### src/logic/irq_ctrl_pkg.sv
// How it works
// - Each source holds a three-bit priority level.
// - Level zero disables a source entirely; the code only blocks forwarding, its pending flag still sets.
// - Each source gets its own vector offset.
// - Pins, key wakeup and 51 peripherals.
// - Accepted interrupt may start a DMA transfer.
// - Controller detect offers low level, high level, falling edge, rising edge.
// - Standby detector selects four modes, active.
// - Detect field 01 means high level.
// - Release enable bit lets pin end stop.
// - Clear codes drop standby pending per group.
// - Key request 01 plus enable releases standby.
// - Eight key enables gate key wakeup inputs.
// - Writing read vector clears that source pending.
// - Mask level zero restores previous mask.
// - Block new interrupts in service unless nested.
// - Nonzero software level write raises source zero.
package irq_ctrl_pkg;
  // Source population: software set, pins, key wakeup, peripherals.
  localparam int N_EXT = 12;
  localparam int N_KEY = 8;
  localparam int N_PERIPH = 51;
  localparam int N_SRC = 1 + N_EXT + 1 + N_PERIPH;
  localparam int N_WAKE = N_EXT + 1;
  localparam int SRC_EXT0 = 1;
  localparam int SRC_KEY = SRC_EXT0 + N_EXT;
  localparam int SRC_PER0 = SRC_KEY + 1;
  localparam int IDX_W = 7;
  localparam int LVL_W = 3;
  localparam int VEC_W = 9;
  localparam int STACK_DEPTH = 8;
  localparam int SP_W = 4;
  // Register byte offsets; source words sit at SRC_BASE plus four per source.
  localparam logic [11:0] OFS_SRC_BASE = 12'h000;
  localparam logic [11:0] OFS_VECTOR = 12'h200;
  localparam logic [11:0] OFS_FACTOR_CLEAR = 12'h204;
  localparam logic [11:0] OFS_LEVEL = 12'h208;
  localparam logic [11:0] OFS_CONTROL = 12'h20C;
  localparam logic [11:0] OFS_REQUEST_CLEAR = 12'h210;
  localparam logic [11:0] OFS_KEY_ENABLE = 12'h214;
  localparam logic [11:0] OFS_WAKE_BASE = 12'h300;
  // Source control word layout.
  localparam int SC_LEVEL_LSB = 0;
  localparam int SC_DETECT_LSB = 4;
  localparam int SC_DMA_BIT = 8;
  localparam int SC_PEND_BIT = 12;
  // Standby release control word layout.
  localparam int WK_SEL_LSB = 0;
  localparam int WK_REQ_LSB = 2;
  localparam int WK_EN_BIT = 4;
  localparam int WK_PEND_BIT = 8;
  // Control register layout.
  localparam int CT_NEST_BIT = 0;
  localparam int CT_INSVC_BIT = 8;
  localparam int VB_BASE_LSB = 9;
  // Detection mode codes, shared by both detector sides.
  localparam logic [1:0] DET_LOW = 2'h0;
  localparam logic [1:0] DET_HIGH = 2'h1;
  localparam logic [1:0] DET_FALL = 2'h2;
  localparam logic [1:0] DET_RISE = 2'h3;
  localparam logic [1:0] REQ_ACTIVE = 2'h1;
  // Standby pending clear codes.
  localparam logic [8:0] CLR_EXT_GROUP = 9'h004;
  localparam logic [8:0] CLR_KEY = 9'h034;
  localparam logic [LVL_W-1:0] LVL_OFF = 3'h0;
  // Request presented to the processor core.
  typedef struct packed {
    logic irq;
    logic [LVL_W-1:0] level;
    logic [VEC_W-1:0] vector;
  } core_req_t;
  // DMA start trigger.
  typedef struct packed {
    logic start;
    logic [IDX_W-1:0] source;
  } dma_req_t;
endpackage

### src/logic/irq_ctrl.sv
// Register access over Avalon-MM and the placing of the registers were decided locally.
`timescale 1ns/10ps
// Prioritised interrupt controller with standby release and DMA trigger.
module irq_ctrl
  import irq_ctrl_pkg::*;
(
  input wire logic clock,
  input wire logic reset,
  input wire logic [11:0] address,
  input wire logic read,
  input wire logic write,
  input wire logic [31:0] writedata,
  input wire logic [3:0] byteenable,
  output logic [31:0] readdata,
  output logic waitrequest,
  input wire logic [N_EXT-1:0] ext_pins,
  input wire logic [N_KEY-1:0] key_pins,
  input wire logic [N_PERIPH-1:0] periph_irq,
  input wire logic core_ack,
  output core_req_t core_req,
  output dma_req_t dma_req,
  output logic standby_release
);
  // Pin synchronisers; stage one is read only by stage two.
  logic [N_EXT-1:0] ext_s1_q;
  logic [N_EXT-1:0] ext_s2_q;
  logic [N_KEY-1:0] key_s1_q;
  logic [N_KEY-1:0] key_s2_q;

  // Bus slave state.
  logic waitrequest_q; // High while the slave holds the master.
  logic waitrequest_d;
  logic [31:0] readdata_q; // Read data, valid with waitrequest low.
  logic [31:0] readdata_d;
  logic wr_fire; // Write takes effect at this edge.

  // Per source configuration and pending flags.
  logic [N_SRC-1:0][LVL_W-1:0] level_q;
  logic [N_SRC-1:0][LVL_W-1:0] level_d;
  logic [N_SRC-1:0][1:0] detect_q;
  logic [N_SRC-1:0][1:0] detect_d;
  logic [N_SRC-1:0] dma_en_q;
  logic [N_SRC-1:0] dma_en_d;
  logic [N_SRC-1:0] pending_q;
  logic [N_SRC-1:0] pending_d;
  logic [N_SRC-1:0] hit; // Detector outputs.
  logic [N_SRC-1:0] enabled_pend; // Pending with a nonzero level.

  // Standby release side.
  logic [N_WAKE-1:0][1:0] wake_sel_q;
  logic [N_WAKE-1:0][1:0] wake_sel_d;
  logic [N_WAKE-1:0][1:0] wake_req_q;
  logic [N_WAKE-1:0][1:0] wake_req_d;
  logic [N_WAKE-1:0] wake_en_q;
  logic [N_WAKE-1:0] wake_en_d;
  logic [N_WAKE-1:0] wake_pend_q;
  logic [N_WAKE-1:0] wake_pend_d;
  logic [N_WAKE-1:0] wake_hit;
  logic [N_KEY-1:0] key_en_q;
  logic [N_KEY-1:0] key_en_d;
  logic key_any; // Any enabled key input high.
  logic standby_release_q;
  logic standby_release_d;

  // Core side state.
  logic [31-VB_BASE_LSB:0] base_q; // Jump table base.
  logic [31-VB_BASE_LSB:0] base_d;
  logic [LVL_W-1:0] mask_q; // Current mask level.
  logic [LVL_W-1:0] mask_d;
  logic [STACK_DEPTH-1:0][LVL_W-1:0] stack_q; // Saved mask levels.
  logic [STACK_DEPTH-1:0][LVL_W-1:0] stack_d;
  logic [SP_W-1:0] sp_q; // Entries in the save stack.
  logic [SP_W-1:0] sp_d;
  logic in_service_q;
  logic in_service_d;
  logic nested_q; // Software allows nested interrupts.
  logic nested_d;
  core_req_t core_req_q;
  core_req_t core_req_d;
  dma_req_t dma_req_q;
  dma_req_t dma_req_d;
  logic found;
  logic [IDX_W-1:0] best_idx;
  logic [LVL_W-1:0] best_level;

  // Address decode helpers.
  logic src_hit; // Address falls on a source control word.
  logic [IDX_W-1:0] src_idx;
  logic wake_hit_adr; // Address falls on a standby control word.
  logic [3:0] wake_idx;
  logic [IDX_W-1:0] clr_idx; // Source named by a factor clear write.

  assign src_idx = address[8:2];
  assign src_hit = (address[11:9] == OFS_SRC_BASE[11:9]) && (src_idx < IDX_W'(N_SRC));
  assign wake_idx = address[5:2];
  assign wake_hit_adr = (address[11:6] == OFS_WAKE_BASE[11:6]) && (wake_idx < 4'(N_WAKE));
  assign clr_idx = writedata[8:2];
  // Only whole-word writes are honoured; partial lanes are dropped.
  assign wr_fire = write && !waitrequest_q && (byteenable == 4'hF);
  assign key_any = |(key_pins_gated(key_s2_q, key_en_q));

  function automatic logic [N_KEY-1:0] key_pins_gated(input logic [N_KEY-1:0] k,
                                                      input logic [N_KEY-1:0] e);
    key_pins_gated = k & e;
  endfunction

  // Two-stage synchronisers for everything arriving on a pin.
  always_ff @(posedge clock) begin
    if (reset) begin
      ext_s1_q <= '0;
      ext_s2_q <= '0;
      key_s1_q <= '0;
      key_s2_q <= '0;
    end else begin
      ext_s1_q <= ext_pins;
      ext_s2_q <= ext_s1_q;
      key_s1_q <= key_pins;
      key_s2_q <= key_s1_q;
    end
  end

  // One detector per source; peripherals always signal by falling edge.
  for (genvar i = 0; i < N_SRC; i++) begin : g_src
    logic smp;
    logic [1:0] mode;
    if (i == 0) begin : g_soft
      assign smp = 1'b0;
      assign mode = DET_HIGH;
    end else if (i < SRC_KEY) begin : g_ext
      assign smp = ext_s2_q[i-SRC_EXT0];
      assign mode = detect_q[i];
    end else if (i == SRC_KEY) begin : g_key
      assign smp = key_any;
      assign mode = detect_q[i];
    end else begin : g_per
      assign smp = periph_irq[i-SRC_PER0];
      assign mode = DET_FALL;
    end
    irq_detect u_det (
      .clock(clock),
      .reset(reset),
      .sample(smp),
      .mode(mode),
      .hit(hit[i])
    );
    assign enabled_pend[i] = pending_q[i] && (level_q[i] != LVL_OFF);
  end

  // Standby-side detectors for the twelve pins and the key wakeup.
  for (genvar w = 0; w < N_WAKE; w++) begin : g_wake
    irq_detect u_wdet (
      .clock(clock),
      .reset(reset),
      .sample((w < N_EXT) ? ext_s2_q[w % N_EXT] : key_any),
      .mode(wake_sel_q[w]),
      .hit(wake_hit[w])
    );
  end

  irq_arbiter u_arb (
    .pending(enabled_pend),
    .level(level_q),
    .found(found),
    .best_idx(best_idx),
    .best_level(best_level)
  );

  // Bus slave: one wait cycle, then data and completion together.
  always_comb begin
    waitrequest_d = 1'b1;
    readdata_d = readdata_q;
    if ((read || write) && waitrequest_q) begin
      waitrequest_d = 1'b0;
      readdata_d = 32'h0000_0000;
      if (read) begin
        // Unmapped addresses read as zero.
        if (src_hit) begin
          readdata_d[SC_LEVEL_LSB +: LVL_W] = level_q[src_idx];
          readdata_d[SC_DETECT_LSB +: 2] = detect_q[src_idx];
          readdata_d[SC_DMA_BIT] = dma_en_q[src_idx];
          readdata_d[SC_PEND_BIT] = pending_q[src_idx];
        end else if (wake_hit_adr) begin
          readdata_d[WK_SEL_LSB +: 2] = wake_sel_q[wake_idx];
          readdata_d[WK_REQ_LSB +: 2] = wake_req_q[wake_idx];
          readdata_d[WK_EN_BIT] = wake_en_q[wake_idx];
          readdata_d[WK_PEND_BIT] = wake_pend_q[wake_idx];
        end else begin
          case (address)
            OFS_VECTOR: readdata_d = {base_q, core_req_q.vector};
            OFS_LEVEL: readdata_d[LVL_W-1:0] = mask_q;
            OFS_CONTROL: begin
              readdata_d[CT_NEST_BIT] = nested_q;
              readdata_d[CT_INSVC_BIT] = in_service_q;
            end
            OFS_KEY_ENABLE: readdata_d[N_KEY-1:0] = key_en_q;
            default: readdata_d = 32'h0000_0000;
          endcase
        end
      end
    end
  end

  always_ff @(posedge clock) begin
    if (reset) begin
      waitrequest_q <= 1'b1;
      readdata_q <= 32'h0000_0000;
    end else begin
      waitrequest_q <= waitrequest_d;
      readdata_q <= readdata_d;
    end
  end

  // Source configuration and pending flags; a new hit beats a clear.
  always_comb begin
    level_d = level_q;
    detect_d = detect_q;
    dma_en_d = dma_en_q;
    pending_d = pending_q;
    if (wr_fire && src_hit) begin
      level_d[src_idx] = writedata[SC_LEVEL_LSB +: LVL_W];
      detect_d[src_idx] = writedata[SC_DETECT_LSB +: 2];
      dma_en_d[src_idx] = writedata[SC_DMA_BIT];
    end
    if (wr_fire && (address == OFS_FACTOR_CLEAR) && (writedata[1:0] == 2'h0)
        && (clr_idx < IDX_W'(N_SRC))) begin
      pending_d[clr_idx] = 1'b0;
    end
    pending_d = pending_d | hit;
    // Software set source fires on any nonzero level write.
    if (wr_fire && src_hit && (src_idx == '0)
        && (writedata[SC_LEVEL_LSB +: LVL_W] != LVL_OFF)) begin
      pending_d[0] = 1'b1;
    end
  end

  always_ff @(posedge clock) begin
    if (reset) begin
      level_q <= '0;
      detect_q <= '0;
      dma_en_q <= '0;
      pending_q <= '0;
    end else begin
      level_q <= level_d;
      detect_q <= detect_d;
      dma_en_q <= dma_en_d;
      pending_q <= pending_d;
    end
  end

  // Standby release: pending is caught only while the request is active.
  always_comb begin
    wake_sel_d = wake_sel_q;
    wake_req_d = wake_req_q;
    wake_en_d = wake_en_q;
    wake_pend_d = wake_pend_q;
    key_en_d = key_en_q;
    if (wr_fire && wake_hit_adr) begin
      wake_sel_d[wake_idx] = writedata[WK_SEL_LSB +: 2];
      wake_req_d[wake_idx] = writedata[WK_REQ_LSB +: 2];
      wake_en_d[wake_idx] = writedata[WK_EN_BIT];
    end
    if (wr_fire && (address == OFS_KEY_ENABLE)) begin
      key_en_d = writedata[N_KEY-1:0];
    end
    if (wr_fire && (address == OFS_REQUEST_CLEAR)) begin
      if (writedata[8:0] == CLR_EXT_GROUP) begin
        wake_pend_d[N_EXT-1:0] = '0;
      end else if (writedata[8:0] == CLR_KEY) begin
        wake_pend_d[N_EXT] = 1'b0;
      end
    end
    for (int w = 0; w < N_WAKE; w++) begin
      if (wake_hit[w] && (wake_req_q[w] == REQ_ACTIVE)) begin
        wake_pend_d[w] = 1'b1;
      end
    end
    standby_release_d = |(wake_pend_q & wake_en_q);
  end

  always_ff @(posedge clock) begin
    if (reset) begin
      wake_sel_q <= '0;
      wake_req_q <= '0;
      wake_en_q <= '0;
      wake_pend_q <= '0;
      key_en_q <= '0;
      standby_release_q <= 1'b0;
    end else begin
      wake_sel_q <= wake_sel_d;
      wake_req_q <= wake_req_d;
      wake_en_q <= wake_en_d;
      wake_pend_q <= wake_pend_d;
      key_en_q <= key_en_d;
      standby_release_q <= standby_release_d;
    end
  end

  // Core side: forwarding, mask level save and restore, DMA trigger.
  always_comb begin
    base_d = base_q;
    mask_d = mask_q;
    stack_d = stack_q;
    sp_d = sp_q;
    in_service_d = in_service_q;
    nested_d = nested_q;
    dma_req_d = '0;
    core_req_d = core_req_q;
    if (wr_fire && (address == OFS_VECTOR)) begin
      base_d = writedata[31:VB_BASE_LSB];
    end
    if (wr_fire && (address == OFS_CONTROL)) begin
      nested_d = writedata[CT_NEST_BIT];
    end
    if (core_ack && core_req_q.irq) begin
      // The accepted level becomes the mask; the old one is saved unless the stack already holds eight.
      if (sp_q < SP_W'(STACK_DEPTH)) begin
        stack_d[sp_q[2:0]] = mask_q;
        sp_d = sp_q + 4'h1;
      end
      mask_d = core_req_q.level;
      in_service_d = 1'b1;
      dma_req_d.start = dma_en_q[core_req_q.vector[8:2]];
      dma_req_d.source = core_req_q.vector[8:2];
    end else if (wr_fire && (address == OFS_LEVEL)) begin
      if (writedata[LVL_W-1:0] == LVL_OFF) begin
        // Restore the mask that stood before this exception.
        if (sp_q != 4'h0) begin
          mask_d = stack_q[3'(sp_q - 4'h1)];
          sp_d = sp_q - 4'h1;
          in_service_d = (sp_q != 4'h1);
        end else begin
          mask_d = LVL_OFF;
          in_service_d = 1'b0;
        end
      end else begin
        mask_d = writedata[LVL_W-1:0];
      end
    end
    // Forward only above the mask, and only if not blocked by service.
    core_req_d.irq = found && (best_level > mask_q)
                     && (!in_service_q || nested_q) && !(core_ack && core_req_q.irq);
    if (core_req_d.irq) begin
      core_req_d.level = best_level;
      core_req_d.vector = {best_idx, 2'b00};
    end
  end

  always_ff @(posedge clock) begin
    if (reset) begin
      base_q <= '0;
      mask_q <= LVL_OFF;
      stack_q <= '0;
      sp_q <= 4'h0;
      in_service_q <= 1'b0;
      nested_q <= 1'b0;
      core_req_q <= '0;
      dma_req_q <= '0;
    end else begin
      base_q <= base_d;
      mask_q <= mask_d;
      stack_q <= stack_d;
      sp_q <= sp_d;
      in_service_q <= in_service_d;
      nested_q <= nested_d;
      core_req_q <= core_req_d;
      dma_req_q <= dma_req_d;
    end
  end

  assign readdata = readdata_q;
  assign waitrequest = waitrequest_q;
  assign core_req = core_req_q;
  assign dma_req = dma_req_q;
  assign standby_release = standby_release_q;
endmodule // irq_ctrl

### src/logic/irq_detect.sv
`timescale 1ns/10ps
// Turns one request line into a hit under a chosen detection mode.
module irq_detect
  import irq_ctrl_pkg::*;
(
  input wire logic clock,
  input wire logic reset,
  input wire logic sample,
  input wire logic [1:0] mode,
  output logic hit
);
  logic prev_q; // Sample seen one cycle earlier.
  logic prev_d; // Next value of the earlier sample.

  // The earlier sample simply follows the line.
  always_comb begin
    prev_d = sample;
  end

  // Reset to low so a line high at release counts as a rising edge.
  always_ff @(posedge clock) begin
    if (reset) begin
      prev_q <= 1'b0;
    end else begin
      prev_q <= prev_d;
    end
  end

  // Low, high, falling or rising edge, as the mode asks.
  always_comb begin
    case (mode)
      DET_LOW: hit = !sample;
      DET_HIGH: hit = sample;
      DET_FALL: hit = prev_q && !sample;
      DET_RISE: hit = !prev_q && sample;
      default: hit = 1'b0;
    endcase
  end
endmodule // irq_detect

### src/logic/irq_arbiter.sv
`timescale 1ns/10ps
// Finds the pending source with the highest level; lowest index wins a tie.
module irq_arbiter
  import irq_ctrl_pkg::*;
(
  input wire logic [N_SRC-1:0] pending,
  input wire logic [N_SRC-1:0][LVL_W-1:0] level,
  output logic found,
  output logic [IDX_W-1:0] best_idx,
  output logic [LVL_W-1:0] best_level
);
  // A linear scan is slow but small; 65 entries fit easily at 25 MHz.
  always_comb begin
    found = 1'b0;
    best_idx = '0;
    best_level = LVL_OFF;
    for (int i = 0; i < N_SRC; i++) begin
      // Level zero never competes, since strictly greater is required.
      if (pending[i] && (level[i] > best_level)) begin
        found = 1'b1;
        best_idx = IDX_W'(i);
        best_level = level[i];
      end
    end
  end
endmodule // irq_arbiter

### config.mk
export PLATFORM = sky130hd
export DESIGN_NAME = irq_ctrl
export DESIGN_NICKNAME = d
export VERILOG_FILES = /design/src/logic/irq_ctrl_pkg.sv /design/src/logic/irq_ctrl.sv /design/src/logic/irq_detect.sv /design/src/logic/irq_arbiter.sv
export SDC_FILE = /design/constraint.sdc
export NUM_CORES = 2
export LEC_CHECK = 0
export ABC_AREA = 1
export BUFFER_PORTS_ARGS = -buffer_cell sky130_fd_sc_hd__buf_2
export CORE_MARGIN = 2
export CORE_UTILIZATION = 55
export DETAILED_ROUTE_END_ITERATION = 8
export PLACE_DENSITY = 0.73
export SLEW_MARGIN = 25
export SYNTH_ARGS = -nofsm -noshare
export SYNTH_HDL_FRONTEND = slang
export SYNTH_SLANG_ARGS = --single-unit
### constraint.sdc
create_clock -name clock -period 205 [get_ports clock]
set_input_delay 10.25 -clock clock [delete_from_list [all_inputs] [get_ports clock]]
set_output_delay 10.25 -clock clock [all_outputs]
set_load 0.02 [all_outputs]
# Word level (Yosys, flattened, before mapping)
# Cells that the tools add are included.
# totals
register_bits	754
input_bits	124
output_inout_bits	55
word_cells	1238
# classes
n_addsub	2
n_lt_le_gt_ge	80
eq_ne	104
muxes	312
bitwise_logic	6
n_reduce_logical	472
# ops
operator	count
logical AND 1 bit	245
2-to-1 mux 3 bit	80
nonzero test 3 bit	66
bitwise mux 195 bit	1
greater-than comparator 3 bit	65
2-to-1 mux 6 bit	32
bitwise mux 130 bit	1
equality test 2 bit, second input constant	52
one-hot mux 1 bit (4 select lines)	26
2-to-1 mux 1 bit	99
2-to-1 mux 5 bit	17
logical NOT 1 bit	80
equality test 2 x 1 -> 1 bit, second input constant	39
equality test 12 x 10 -> 1 bit, second input constant	6
AND 65 bit	1
bitwise mux 65 bit	1
2-to-1 mux 65 bit	1
NOT 65 bit	1
OR 65 bit	1
nonzero test 2 bit	29
logical NOT 2 bit	27
bitwise mux 26 bit	2
2-to-1 mux 4 bit	13
2-to-1 mux 23 bit	2
54 further kinds	89

# Logic depth before layout (Yosys ltp)
# logic_depth
ltp_word	200
depth_mapped	493
ltp_nobuf	492

# Hierarchy
# From an unflattened synthesis, not the netlist that was laid out.
# unflattened
cells_unflattened	6448
area_unflattened_um2	41949.0
# by_module_without_submodules
mod	n_inst	cells_per_inst	area_per_inst_um2	seq_area_each_um2
irq_ctrl	1	4200	30001.3	13813.2
irq_arbiter	1	1312	7165.6	0.0
irq_detect	78	12	61.3	20.0

# Least setup slack after synthesis
# OpenSTA, ideal clock, no wires.
# synth_path
path_type	reg2reg
from	register level_q[2] (netlist bit)
to	register core_req_q (netlist bit core_req[10])
setup_ns	0.111
arrival_ns	66.071
required_time_ns	204.889
setup_slack_ns	138.817
stages_incl_launch_ff	431
path_buffers	2
period_less_slack_ns	66.183
path_cell_list	dfxtp_1 > o31ai_1 > nor2_1 > ha_1 > nand3_1 > nand3_2 > nor2_2 > inv_1 > o21ai_0 > ha_1 > nor2_1 > or2_1 > nand3_1 > nand3_1 > nand2_2 > o21ai_0 > ha_1 > nor2_1 > [395 not listed] > nand2_4 > nand2_1 > nand2_1 > ha_1 > nand2_1 > o21ai_0 > nand3_1 > buf_2 > inv_1 > o21ai_0 > ha_1 > nand2_1 > nor2_1 > a2111oi_2 > nand2_4 > buf_12 > nor2_1 > nor2_1
# synth_via
elab_chain_len	200
word_cells_on_any_way	266
classes_between	66 x order compare; 130 x mux; 70 x reduce/logical
# synth_rtl
element	line_no	source
start: declaration	irq_ctrl.sv:38	logic [N_SRC-1:0][LVL_W-1:0] level_q;
start signal: assignment	irq_ctrl.sv:243	level_q <= level_d;
branches (longest 3 deep; another with greater-than comparator 3 x 1 -> 1 bit)	-	
2-to-1 mux 3 bit *	irq_arbiter.sv:19	if (pending[i] && (level[i] > best_level)) begin
greater-than comparator 3 bit	irq_arbiter.sv:19	
logical AND 1 bit	irq_arbiter.sv:19	
2-to-1 mux 3 bit *	irq_arbiter.sv:19	
greater-than comparator 3 bit	irq_arbiter.sv:19	
logical AND 1 bit	irq_arbiter.sv:19	
2-to-1 mux 3 bit *	irq_arbiter.sv:19	
[182 not listed]	-	
2-to-1 mux 3 bit *	irq_arbiter.sv:19	
greater-than comparator 3 bit	irq_arbiter.sv:19	
logical AND 1 bit	irq_arbiter.sv:19	
2-to-1 mux 3 bit *	irq_arbiter.sv:19	
named net best_level[2]	irq_ctrl.sv:84	logic [LVL_W-1:0] best_level;
greater-than comparator 3 bit *	irq_ctrl.sv:340	core_req_d.irq = found && (best_level > mask_q)
logical AND 1 bit *	irq_ctrl.sv:340	
logical AND 1 bit * (2 in a row)	irq_ctrl.sv:341	&& (!in_service_q || nested_q) && !(core_ack && core_req_q.irq);
end signal: assignment	irq_ctrl.sv:365	core_req_q <= core_req_d;
end: declaration	irq_ctrl.sv:78	core_req_t core_req_q;
# Mark *: on every way through the listed nets, which the timed path passes.
# A chain may end at the register's enable or synchronous reset.

# Worst setup path after layout
# layout_path
from	register level_q[2] (netlist bit)
to	register core_req_q (netlist bit core_req[2])
# Same word-level chain as after synthesis.

==> impl_metrics.yaml <==
outcome:
  status: "finished, final reports clean"
sta:
  relSlewSlack: 0.198
  tns_ps: 0
  worst_pin_slew_ps: 1200
  hold_viol_final: 0
  rsz0062_at_grt: "false"
  setup_ws_ps: 129850
  max_clock_freq_ghz: 0.0133
  maxSlewViolCount: 0
  min_period_ps: 75150
  setup_violations: 0
  fin_worst_skew_ps: 21.2
  min_period_over_period: 0.367
critical_path:
  critPathCaptureType: "register"
  worst_ep_required_time_ps: 205470
  crit_top_cell: "o21ai_0"
  crit_arrival_ps: 75620
  slowest_stage: "a2111oi_2"
  crit_type: "register to register"
  cp_slowest_stage_delay_ps: 770
  critPathMaxFanout: 13
  start_kind: "register"
  r2r-start: "level_q[2]"
  critPathLaunch: "level_q[2]"
place:
  dp_cells: 6155
  io_buffer_count: 176
  gp_congestion: 1.04
  hpwlAfterDp_um: 91600
  dp_slack_ps: 130620
job:
  drv_cap: 0
pwr:
  cellPowerDensity_nw_per_um2: 7.62
  ir_worst_vdd_uv: 7.00
  power.share.sequential: 0.467
  p_sw_uw: 79.2
  power.total_uw: 321
  leakagePower_nw: 16.2
  internal_power_uw: 242
  switching_share: 0.247
  share_comb_of_total_power: 0.062
  clkPwrFrac: 0.471
synth:
  ys_seq_area_frac: 0.397
  yosys-top-cells-area: "dfxtp_1, o21ai_0, a21oi_1"
  syn-instance-count: 5306
  synth_top_cell_area_share: 0.397
  ys.flop_type: "dfxtp_1"
  async_reset_ff_frac: 0
  synth-edff-count: 0
  synth_cell_types: 62
  syn_area_per_cell_um2: 7.17
  ys_top_cells_by_count: "dfxtp_1, o21ai_0, nand2_1"
  synth_area_um2: 38000
  synth_area_leader_cell: "dfxtp_1"
  ys_warn_count: 0
  synth_seq_cells: 754
  yosysMostFrequentCell: "dfxtp_1"
routing:
  vias_per_cell: 6.13
  vias: 38700
  firstDrtPassIters: 8
  drt-initial-drc-count: 4507
  drcViolationCount: 0
  antenna_left: 0
  totalWireLength_um: 134000
  wl_per_cell_um: 21.2
global_route:
  grt_max_degree: 118
  antenna_found_initial: 12
  grt_pass1_wl_um: 204000
  grt_pass1_vias: 35100
  grtUsageTotal: 0.367
  grt-ovfl-total: 0
clocking:
  path_clk_slew_ps: 60
  htreeDepth: 3
  hold_buffers: 0
  cts_sinks: 754
  clk_latency_ps: 640
  cts.repair.resized: 0
  cts_buffers: 81
  cts_setup_buffers: 0
  cts_buffer_depth: 3
  tritoncts: "yes"
  root_buffer: "clkbuf_16"
finish:
  drive_gt1_frac: 0.114
  fillCellCount: 6340
  final_net_count: 5506
  final-instance-count-excl-fill: 6309
  syn_to_final_growth_pct: 10.6
  post-route-util: 0.614
die:
  start_util: 0.555
  die_h_um: 267
  die_area_um2: 71300
  fp.dieW_um: 267
  num_rows: 96
  ios: 179
  core_area_um2: 68600
hold_path:
  hold_path.class: "register to register"
  hold_path.startpoint: "ext_s1_q[10]"
==> worst max-delay path, delay by kind of cell (launching register included) <==
| family | cells | cell delay (ps) |
|---|---|---|
| fa+ha+maj | 65 | 18600 |
| compound gates | 128 | 27650 |
| buf+inv | 33 | 2280 |
| flops | 1 | 330 |
| simple gates | 203 | 26110 |
==> power groups by stage <==
stage	clock network [mW]	logic, mW	registers (mW)
6_report	0.151	0.0199	0.150
5_1_grt	0.158	0.0208	0.150
4_1_cts	0.152	0.0189	0.150
3_5_place_dp	0	0.0189	0.153
3_3_place_gp	0	0.0188	0.153
2_1_floorplan	0	0.0110	0.152
==> worst paths after layout <==
kind / to / slack, ps / depth (start not counted)
setup / recovery: core_req[2] / 129850 / 429
hold / removal: ext_s2_q[10] / 400 / 2
setup reg to reg: core_req[2] / 129850 / 429
hold reg to reg: ext_s2_q[10] / 400 / 2
==> cells in the final DEF, fill, tap and decap left out, drive strengths merged, types with 5 or more instances in the layout <==
cell type,n
buf,221
a21oi,515
a22o,13
clkbuf,112
o21ai,705
nand4,40
bufinv,7
nor4,10
o211ai,28
nor2,576
nand3,196
inv,551
a221oi,20
diode,9
o22ai,165
a2111oi,9
or2,33
a41oi,5
a22oi,55
nor3,126
ha,74
a31oi,28
o221ai,53
a211oi,224
dfxtp,754
clkinv,28
o41ai,5
nand2,768
==> per-stage QoR <==
step | instance area (um2) | hold slack (ps)
floorplan | 38000 | 388
global placement | 39300 | 390
CTS | 42000 | 402
detailed placement | 39300 | 393
global route | 42100 | 421
finish | 42100 | 400
==> sequential cells by signal, indices dropped and copies added (netlist names), 23 cells and up <==
register,count
g_src.u_det.prev_q,51
readdata,32
dma_en_q,65
g_src.mode,26
base_q,23
wake_req_q,26
stack_q,24
level_q,195
wake_sel_q,26
pending_q,65
detect_q,104
==> area by class of cell <==
cell class                 instances  area, um2  share of cell area
antenna                            9       22.5            0.000535
clock buffer                     112       2320              0.0552
timing repair buffer             221       1250              0.0297
clock inverter                    32        394             0.00936
inverter                         558       2100              0.0499
tap                              931       1160              0.0277
multi-input combinational       3692      19700               0.469
sequential                       754      15100               0.359
==> kinds of logic (layout without fill, tap and decap cells) <==
group           Yosys count  in the layout  synth area share
other cells               1             11         0.0000986
compound gates         1854           1854             0.284
fa+ha+maj                74             74            0.0243
buf+inv                 861            923            0.0866
xor+xnor                  3              3          0.000691
flops                   754            754             0.397
mux                       4              4           0.00105
simple gates           1755           1755             0.206
==> routing by layer <==
metal / global-route usage / wire length [um]
met2: 0.544 / 56000
met5: 0 / 103
met3: 0.0893 / 15700
met4: 0.174 / 6340
met1: 0.501 / 55300
Note: power is estimated with default switching activity, not from simulation.
